[src/logic/ocd_defs.svh]
`ifndef OCD_DEFS_SVH
`define OCD_DEFS_SVH
// **********************************
// opcode values
// **********************************
`define OCD_OP_NOP      8'h00
`define OCD_OP_HALT     8'h76
`define OCD_OP_MASKI    8'hF3
`define OCD_OP_UNMASKI  8'hFB
`define OCD_OP_EX_AF    8'h08
`define OCD_OP_EX_ALT   8'hD9
`define OCD_OP_EX_DE    8'hEB
`define OCD_OP_EX_SP    8'hE3
`define OCD_OP_OUT_N    8'hD3
`define OCD_OP_IN_N     8'hDB
`define OCD_OP_JP       8'hC3
`define OCD_OP_CALL     8'hCD
`define OCD_OP_LD_PTR   8'h21
`define OCD_OP_MEM_INC  8'h34
`define OCD_OP_MEM_DEC  8'h35
`define OCD_OP_MEM_LDN  8'h36
`define OCD_PFX_BIT     8'hCB
`define OCD_PFX_EXT     8'hED
`define OCD_PFX_IDX1    8'hDD
`define OCD_PFX_IDX2    8'hFD
`define OCD_EXT_RETURN_FROM_NONMASKABLE    8'h45
`define OCD_EXT_RETURN_FROM_MASKABLE    8'h4D
`define OCD_EXT_IRS0    8'h46
`define OCD_EXT_IRS1    8'h56
`define OCD_EXT_IRS2    8'h5E
// **********************************
// field values
// **********************************
`define OCD_R_MEM       3'h6
`define OCD_Y_NO_SHIFT  3'h6
// defined second bytes 40-7F of the extended group, bit {z,y}
`define OCD_EXT_DEFINED 64'h350D0301CFFFBFBF
`endif

[src/logic/ocd_pkg.sv]
package ocd_pkg;
   typedef enum logic [4:0] {
      CL_NO_OPERATION      = 5'h00,
      CL_HALT              = 5'h01,
      CL_COPY              = 5'h02,
      CL_ALU               = 5'h03,
      CL_ROT_SHIFT         = 5'h04,
      CL_BIT_TEST          = 5'h05,
      CL_BIT_CLEAR         = 5'h06,
      CL_BIT_SET           = 5'h07,
      CL_RESPONSE_SELECT   = 5'h08,
      CL_RET_NONMASKABLE   = 5'h09,
      CL_RET_MASKABLE      = 5'h0A,
      CL_BLOCK             = 5'h0B,
      CL_REL_BRANCH        = 5'h0C,
      CL_RESTART           = 5'h0D,
      CL_MASK_INTERRUPTS   = 5'h0E,
      CL_UNMASK_INTERRUPTS = 5'h0F,
      CL_EXCHANGE          = 5'h10,
      CL_OUT_IMM_PORT      = 5'h11,
      CL_IN_IMM_PORT       = 5'h12,
      CL_PORT_VIA_C        = 5'h13,
      CL_OTHER             = 5'h14
   } ocd_cls_t;
   typedef enum logic [1:0] {
      IDX_NONE   = 2'b00,
      IDX_FIRST  = 2'b01,
      IDX_SECOND = 2'b10
   } ocd_idx_t;
   typedef enum logic [1:0] {
      GRP_MAIN = 2'b00,
      GRP_BIT  = 2'b01,
      GRP_EXT  = 2'b10
   } ocd_grp_t;
   typedef enum logic [2:0] {
      S_OP      = 3'b000,
      S_BIT     = 3'b001,
      S_EXT     = 3'b010,
      S_IBIT_D  = 3'b011,
      S_IBIT_OP = 3'b100,
      S_DISP    = 3'b101,
      S_IMM_LO  = 3'b110,
      S_IMM_HI  = 3'b111
   } ocd_st_t;
   typedef struct packed {
      ocd_cls_t    cls;
      logic        undef;
      logic [1:0]  n_imm;
      logic        disp;
   } ocd_info_t;
   typedef struct packed {
      ocd_cls_t    cls;
      ocd_grp_t    grp;
      ocd_idx_t    idx;
      logic        undef;
      logic [7:0]  opcode;
      logic [2:0]  sel;
      logic [2:0]  src;
      logic [1:0]  irs_mode;
      logic        rpt;
      logic [7:0]  rst_addr;
      logic [7:0]  disp;
      logic [15:0] imm;
   } ocd_dec_t;
endpackage

[src/logic/ocd_decoder.sv]
`timescale 1ns/1ns
`include "ocd_defs.svh"
// Notes on behaviour
// [RULE1] Unprefixed 76 is the stop-and-wait operation and 00 is no_operation, one byte each.
// [RULE2] 40-7F except 76 copy register to register, destination in bits 5:3 and source in bits 2:0.
// [RULE3] 80-BF are accumulator operations, group in bits 5:3 and operand register in bits 2:0.
// [RULE4] After CB the second byte is rotate/shift, bit test, bit clear or bit set by its top two bits.
// [RULE5] DD and FD put first_index_register or second_index_register in place of pointer_pair, with a displacement byte for memory forms.
// [RULE6] An index-prefixed bit operation carries its displacement between CB and the final byte.
// [RULE7] ED 46, 56 and 5E pick interrupt response modes 0, 1 and 2.
// [RULE8] ED 45 is return_from_nonmaskable and ED 4D is return_from_maskable, distinct from plain return.
// [RULE9] ED A0-BB are block copy, search, input and output, with B0-BB the repeating forms.
// [RULE10] Relative branches 10, 18, 20, 28, 30 and 38 take one trailing displacement byte.
// [RULE11] C7 to FF in steps of 8 are one-byte restart calls to 0 through 38H.
// [RULE12] F3 is mask_interrupts and FB is unmask_interrupts, one byte each.
// [RULE13] Opcodes with a 16-bit operand take two more bytes, those with an 8-bit operand one.
// [RULE14] D3 and DB move the accumulator to or from an immediate port; ED 40-79 use register C as the port.
// [RULE15] 08, D9, EB and E3 are the exchange operations.
// [RULE16] Byte combinations not in the opcode map are flagged undefined.
module ocd_decoder
(
   input  wire logic             clk,
   input  wire logic             rstn,
   input  wire logic             byte_valid,
   input  wire logic [7:0]       byte_data,
   output      logic             dec_valid_q,
   output      ocd_pkg::ocd_dec_t dec_q
);
   import ocd_pkg::*;

   // a literal cannot be bit-selected, so the map lives in a constant
   localparam logic [63:0] EXT_DEFINED = `OCD_EXT_DEFINED;

   // ************************************
   // classification of a final opcode byte
   // ************************************
   function automatic ocd_info_t classify(ocd_grp_t g, ocd_idx_t ix, logic [7:0] op);
      ocd_info_t  r;
      logic [1:0] x;
      logic [2:0] y;
      logic [2:0] z;
      logic       mem;
      logic       ptr;
      r = '{cls: CL_OTHER, undef: 1'b0, n_imm: 2'd0, disp: 1'b0};
      x = op[7:6];
      y = op[5:3];
      z = op[2:0];
      unique case (g)
         GRP_BIT:
         begin
            r.cls = (x == 2'd0) ? CL_ROT_SHIFT : (x == 2'd1) ? CL_BIT_TEST :
                    (x == 2'd2) ? CL_BIT_CLEAR : CL_BIT_SET;                 // see [RULE4]
            r.undef = (x == 2'd0 && y == `OCD_Y_NO_SHIFT) ||
                      (ix != IDX_NONE && z != `OCD_R_MEM);                   // see [RULE16]
         end
         GRP_EXT:
         begin
            if (x == 2'd1)
            begin
               r.undef = !EXT_DEFINED[{z, y}];                               // see [RULE16]
               if (z == 3'd3)
                  r.n_imm = 2'd2;                                            // see [RULE13]
               if (z == 3'd0 || z == 3'd1)
                  r.cls = CL_PORT_VIA_C;                                     // see [RULE14]
               else if (op == `OCD_EXT_RETURN_FROM_NONMASKABLE)
                  r.cls = CL_RET_NONMASKABLE;                                // see [RULE8]
               else if (op == `OCD_EXT_RETURN_FROM_MASKABLE)
                  r.cls = CL_RET_MASKABLE;                                   // see [RULE8]
               else if (z == 3'd6)
                  r.cls = CL_RESPONSE_SELECT;                                // see [RULE7]
            end
            else
            begin
               r.cls = CL_BLOCK;                                             // see [RULE9]
               r.undef = !(x == 2'd2 && y[2] && !z[2]);                      // see [RULE16]
            end
         end
         default:
         begin
            mem = op == `OCD_OP_MEM_INC || op == `OCD_OP_MEM_DEC || op == `OCD_OP_MEM_LDN ||
                  (x == 2'd1 && (y == `OCD_R_MEM || z == `OCD_R_MEM) && op != `OCD_OP_HALT) ||
                  (x == 2'd2 && z == `OCD_R_MEM);
            ptr = (x == 2'd0 && ((z == 3'd1 && y[0]) || op == `OCD_OP_LD_PTR ||
                  ((z == 3'd2 || z == 3'd3) && y[2:1] == 2'b10))) ||
                  (x == 2'd3 && ((z == 3'd1 && (y == 3'd4 || y == 3'd5 || y == 3'd7)) ||
                  (y == 3'd4 && (z == 3'd3 || z == 3'd5))));
            r.disp = ix != IDX_NONE && mem;                                  // see [RULE5]
            r.undef = ix != IDX_NONE && !mem && !ptr;                        // see [RULE16]
            if ((x == 2'd0 && z == 3'd1 && !y[0]) || (x == 2'd0 && z == 3'd2 && y[2]) ||
                (x == 2'd3 && (z == 3'd2 || z == 3'd4)) || op == `OCD_OP_JP || op == `OCD_OP_CALL)
               r.n_imm = 2'd2;                                               // see [RULE13]
            else if (z == 3'd6 && x != 2'd1 && x != 2'd2)
               r.n_imm = 2'd1;                                               // see [RULE13]
            if (op == `OCD_OP_NOP)
               r.cls = CL_NO_OPERATION;                                      // see [RULE1]
            else if (op == `OCD_OP_HALT)
               r.cls = CL_HALT;                                              // see [RULE1]
            else if (x == 2'd1)
               r.cls = CL_COPY;                                              // see [RULE2]
            else if (x == 2'd2)
               r.cls = CL_ALU;                                               // see [RULE3]
            else if (x == 2'd0 && z == 3'd0 && y[2:1] != 2'b00)
            begin
               r.cls = CL_REL_BRANCH;                                        // see [RULE10]
               r.n_imm = 2'd1;
            end
            else if (x == 2'd3 && z == 3'd7)
               r.cls = CL_RESTART;                                           // see [RULE11]
            else if (op == `OCD_OP_MASKI)
               r.cls = CL_MASK_INTERRUPTS;                                   // see [RULE12]
            else if (op == `OCD_OP_UNMASKI)
               r.cls = CL_UNMASK_INTERRUPTS;                                 // see [RULE12]
            else if (op == `OCD_OP_EX_AF || op == `OCD_OP_EX_ALT || op == `OCD_OP_EX_DE ||
                     op == `OCD_OP_EX_SP)
               r.cls = CL_EXCHANGE;                                          // see [RULE15]
            else if (op == `OCD_OP_OUT_N || op == `OCD_OP_IN_N)
            begin
               r.cls = (op == `OCD_OP_OUT_N) ? CL_OUT_IMM_PORT : CL_IN_IMM_PORT; // see [RULE14]
               r.n_imm = 2'd1;
            end
         end
      endcase
      return r;
   endfunction

   ocd_st_t    st_q;
   ocd_st_t    st_d;
   ocd_idx_t   idx_q;
   logic [1:0] need_q;
   ocd_grp_t   grp_now;
   ocd_info_t  info;
   logic       take_op;
   logic       emit;
   logic       is_idx;

   assign is_idx = byte_data == `OCD_PFX_IDX1 || byte_data == `OCD_PFX_IDX2;

   always_comb
   begin
      grp_now = (st_q == S_BIT || st_q == S_IBIT_OP) ? GRP_BIT :
                (st_q == S_EXT) ? GRP_EXT : GRP_MAIN;
      info = classify(grp_now, idx_q, byte_data);
   end

   // ************************************
   // byte sequencing
   // ************************************
   always_comb
   begin
      st_d = st_q;
      take_op = 1'b0;
      emit = 1'b0;
      if (byte_valid)
      begin
         unique case (st_q)
            S_OP:
            begin
               if (is_idx)
                  st_d = S_OP;                                               // see [RULE5]
               else if (byte_data == `OCD_PFX_BIT)
                  st_d = (idx_q == IDX_NONE) ? S_BIT : S_IBIT_D;             // see [RULE6]
               else if (byte_data == `OCD_PFX_EXT)
                  st_d = S_EXT;
               else
                  take_op = 1'b1;
            end
            S_BIT, S_EXT, S_IBIT_OP:
               take_op = 1'b1;
            S_IBIT_D:
               st_d = S_IBIT_OP;                                             // see [RULE6]
            S_DISP:
            begin
               if (need_q == 2'd0)
                  emit = 1'b1;
               else
                  st_d = S_IMM_LO;
            end
            S_IMM_LO:
            begin
               if (need_q == 2'd2)
                  st_d = S_IMM_HI;
               else
                  emit = 1'b1;
            end
            S_IMM_HI:
               emit = 1'b1;
         endcase
      end
      if (take_op)
      begin
         if (info.disp)
            st_d = S_DISP;                                                   // see [RULE5]
         else if (info.n_imm != 2'd0)
            st_d = S_IMM_LO;                                                 // see [RULE13]
         else
            emit = 1'b1;
      end
      if (emit)
         st_d = S_OP;
   end

   always_ff @(posedge clk)
   begin
      if (!rstn)
         st_q <= S_OP;
      else
         st_q <= st_d;
   end

   always_ff @(posedge clk)
   begin
      if (!rstn)
         need_q <= 2'd0;
      else if (take_op)
         need_q <= info.n_imm;
   end

   // index selection lives only until the instruction ends
   always_ff @(posedge clk)
   begin
      if (!rstn || emit)
         idx_q <= IDX_NONE;
      else if (byte_valid && st_q == S_OP && is_idx)
         idx_q <= (byte_data == `OCD_PFX_IDX1) ? IDX_FIRST : IDX_SECOND;     // see [RULE5]
      else if (byte_valid && st_q == S_OP && byte_data == `OCD_PFX_EXT)
         idx_q <= IDX_NONE;
   end

   // ************************************
   // decoded result
   // ************************************
   always_ff @(posedge clk)
   begin
      if (!rstn)
         dec_valid_q <= 1'b0;
      else
         dec_valid_q <= emit;
   end

   // fields fill as bytes arrive; only meaningful while dec_valid_q is high
   always_ff @(posedge clk)
   begin
      if (!rstn)
         dec_q <= '0;
      else if (take_op)
      begin
         dec_q.cls <= info.cls;
         dec_q.undef <= info.undef;
         dec_q.grp <= grp_now;
         dec_q.idx <= idx_q;
         dec_q.opcode <= byte_data;
         dec_q.sel <= byte_data[5:3];                                        // see [RULE2]
         dec_q.src <= byte_data[2:0];                                        // see [RULE3]
         dec_q.irs_mode <= (byte_data == `OCD_EXT_IRS0) ? 2'd0 :
                           (byte_data == `OCD_EXT_IRS1) ? 2'd1 : 2'd2;       // see [RULE7]
         dec_q.rpt <= grp_now == GRP_EXT && byte_data[4];                    // see [RULE9]
         dec_q.rst_addr <= {2'b00, byte_data[5:3], 3'b000};                  // see [RULE11]
         dec_q.imm <= '0;
         if (st_q != S_IBIT_OP)
            dec_q.disp <= '0;
      end
      else if (byte_valid && (st_q == S_IBIT_D || st_q == S_DISP))
         dec_q.disp <= byte_data;                                            // see [RULE6]
      else if (byte_valid && st_q == S_IMM_LO)
         dec_q.imm[7:0] <= byte_data;                                        // see [RULE10]
      else if (byte_valid && st_q == S_IMM_HI)
         dec_q.imm[15:8] <= byte_data;                                       // see [RULE13]
   end
endmodule

[config.mk]
export PLATFORM = sky130hd
export DESIGN_NAME = ocd_decoder
export DESIGN_NICKNAME = d
export VERILOG_FILES = /design/src/logic/ocd_pkg.sv /design/src/logic/ocd_decoder.sv
export VERILOG_INCLUDE_DIRS = /design/src /design/src/logic
export SDC_FILE = /design/constraint.sdc
export NUM_CORES = 1
export LEC_CHECK = 0
export ABC_AREA = 0
export BUFFER_PORTS_ARGS = -buffer_cell sky130_fd_sc_hd__buf_2
export CAP_MARGIN = 25
export CORE_MARGIN = 5
export CORE_UTILIZATION = 42
export DETAILED_ROUTE_END_ITERATION = 16
export PLACE_DENSITY = 0.62
export RECOVER_POWER = 50
export SLEW_MARGIN = 20
export SYNTH_ARGS = -nofsm -noshare
export SYNTH_HDL_FRONTEND = slang
export SYNTH_SLANG_ARGS = --single-unit
[constraint.sdc]
create_clock -name clk -period 3.2 [get_ports clk]
set_input_delay 0.32 -clock clk [delete_from_list [all_inputs] [get_ports clk]]
set_output_delay 0.32 -clock clk [all_outputs]
set_load 0.02 [all_outputs]
==> flow_metrics.env <==
export IMPL_p_leak_nw=1.14
export IMPL_synth_seq_cells=53
export IMPL_p_sw_share_pct=45.0
export IMPL_firstDrtPassIters=4
export IMPL_grtUsageTotal_pct=19.3
export IMPL_ant_nets=0
export IMPL_mostFrequentLayoutCells="nand2_1, clkbuf_1, dfxtp_1"
export IMPL_grt_pass1_wl_mm=13.9
export IMPL_fill_cells=774
export IMPL_initialDrtViolationCount=211
export IMPL_outcome="finished, final reports clean"
export IMPL_rows=31
export IMPL_num_vias=2959
export IMPL_ctsResizeCount=0
export IMPL_path_cells="fa_1 > nor2b_1 > and2_1 > a32oi_2 > buf_4 > o211a_1 > a22o_1"
export IMPL_rsz0062_at_grt="false"
export IMPL_dieArea_sq_mm=0.00907
export IMPL_numClockSinks=53
export IMPL_layout_min_cycle_time_ps=2470
export IMPL_finalCritPeriodShare_pct=77.3
export IMPL_crit_fanout=16
export IMPL_antenna_diode_count=0
export IMPL_synth_main_ff_cell="dfxtp_1"
export IMPL_timing_hold_ws_ps=395
export IMPL_startpoint_type="register"
export IMPL_worstSetupPathType="register to register"
export IMPL_routed_via_density=5.53
export IMPL_drc=0
export IMPL_p_sw_mw=1.07
export IMPL_tns_ps=0
export IMPL_synth_edf_count=0
export IMPL_combinationalPowerShare_pct=47.8
export IMPL_cts_made_buffers=5
export IMPL_cts_root_buf="clkbuf_8"
export IMPL_setup_worst_path_end_class="register"
export IMPL_grt_pass1_vias=2843
export IMPL_tightest_slew_ps=677
export IMPL_synthesis_area_sq_mm=0.00305
export IMPL_crit_arrival_ps=2670
export IMPL_cts_buffer_depth=2
export IMPL_hold_viol_final=0
export IMPL_fp_dieW_microns=95.2
export IMPL_core_sq_mm=0.00718
export IMPL_p_int_mw=1.31
export IMPL_cts_hold_buffers=0
export IMPL_maxSlewViolCount=0
export IMPL_htree_levels=2
export IMPL_synth_distinct_cells=68
export IMPL_post_cts_setup_buffers=0
export IMPL_reg2reg_depth=7
export IMPL_fmax_ghz=0.404
export IMPL_finalSetupViolations=0
export IMPL_required_ps=3400
export IMPL_fin_nets=447
export IMPL_syn_avg_cell_area_sq_um=7.70
export IMPL_cts_tree="done"
export IMPL_drive_above_1_share_pct=8.72
export IMPL_power_frac_seq_pct=37.1
export IMPL_power_frac_clock_pct=15.1
export IMPL_insertion_delay_ps=300
export IMPL_synth_cells=396
export IMPL_slew_headroom_pct=54.8
export IMPL_grt_max_degree=26
export IMPL_ir_worst_vdd_mv=0.210
export IMPL_initial_core_util_pct=42.5
export IMPL_seq_area_frac_synth_pct=34.8
export IMPL_min_path_cells=3
export IMPL_gp_congestion=0.925
export IMPL_dpl_hpwl_mm=6.17
export IMPL_multi_input_area_sq_mm=0.00175
export IMPL_placement_io_buffers=65
export IMPL_worst_path_largest_cell_delay_ps=520
export IMPL_clock_skew_ps=5.97
export IMPL_ys_warnings_count=0
export IMPL_drt_wirelength_per_cell_microns=16.2
export IMPL_clk_transition_reported_paths_ps=90
export IMPL_totalWireLength_mm=8.67
export IMPL_hp_class="primary input to register"
export IMPL_gr_total_overflow=0
export IMPL_cap_viol_max_count=0
export IMPL_seqCellArea_sq_mm=0.00106
export IMPL_slowest_stage="dfxtp_1"
export IMPL_die_h_microns=95.2
export IMPL_io_pins=71
export IMPL_async_reset_ff_share_pct=0
export IMPL_areaGrowthSynthToFinish_pct=10.1
export IMPL_antenna_found_initial=0
export IMPL_p_per_area_mw_per_mm2=709
export IMPL_final_common_cell="nand2_1"
## power by group through the flow
stage                     logic, mW  clock network, mW  registers [mW]
after floorplan               0.817                  0           0.952
after global placement         1.16                  0           0.888
after detailed placement       1.17                  0           0.893
after CTS                      1.18              0.374           0.880
after global routing           1.26              0.392           0.901
final                          1.14              0.360           0.884
## per-layer routing
layer	vias to the layer above	routed length [microns]	part of all wire, %	global-route usage (%)
met5	-	0	0	0
met4	0	146	1.7	6.49
met3	11	528	6.1	2.37
met2	76	4150	48	32.9
met1	1400	3850	44	25.0
li1	1472	-	-	-
## cell usage after synthesis (all sizes together), types with 5 or more instances
cell,instances,area [sq um]
nand2,77,292
dfxtp,53,1060
a21oi,43,215
buf,28,176
nor2,21,81.3
clkbuf,16,60.1
o21ai,16,80.1
nand2b,11,68.8
nand3,10,55.1
nor2b,10,62.6
nor3,8,45.0
a211oi,7,52.6
a22o,7,61.3
nand4,5,31.3
## path summary, 6_finish.rpt
| path | start | to | slack (ps) |
|---|---|---|---|
| setup / recovery | st_q[0] | dec_q[19] | 730 |
| hold / removal | byte_data[2] | dec_q[10] | 390 |
| setup reg to reg | st_q[0] | dec_q[19] | 730 |
| hold reg to reg | dec_q[2] | dec_q[2] | 460 |
## flip-flops by register name (all words and copies together), names as in the netlist
register     count
dec_q           45
dec_valid_q      1
idx_q            2
need_q           2
st_q             3
## metrics by stage
stage	cell area, sq um	util, %	std cells	worst slack [ps]	power (mW)
3_3_place_gp	3340	46.6	527	840	2.05
5_1_grt	3360	46.8	535	501	2.55
3_5_place_dp	3340	46.6	527	785	2.06
4_1_cts	3430	47.7	535	735	2.43
2_1_floorplan	3070	-	400	1240	1.77
6_report	3360	46.8	535	726	2.38
## kinds of logic after synthesis
kind of cell,synth area share (%)
adders and majority gates,0.656
buffers and inverters,8.24
muxes,0.369
AOI/OAI and AO/OA,26.9
other,0.123
and+or+nand+nor,27.2
DFF,34.8
xor gates and xnor gates,1.72
## worst max-delay path: cells and delay by family (launching register included)
kind                       cells  cell delay (ps)
buffers and inverters          1              220
AOI/OAI and AO/OA              3              720
adders and majority gates      1              490
and+or+nand+nor                2              420
DFF                            1              520
## area by class of cell
type	instances	area share, %
sequential	53	31.6
clock inverter	2	0.298
clock buffer	6	2.16
inverter	4	0.447
multi-input combinational	299	52.2
tap	99	3.69
timing repair buffer	72	9.61
(Power assumes the default switching activity.)
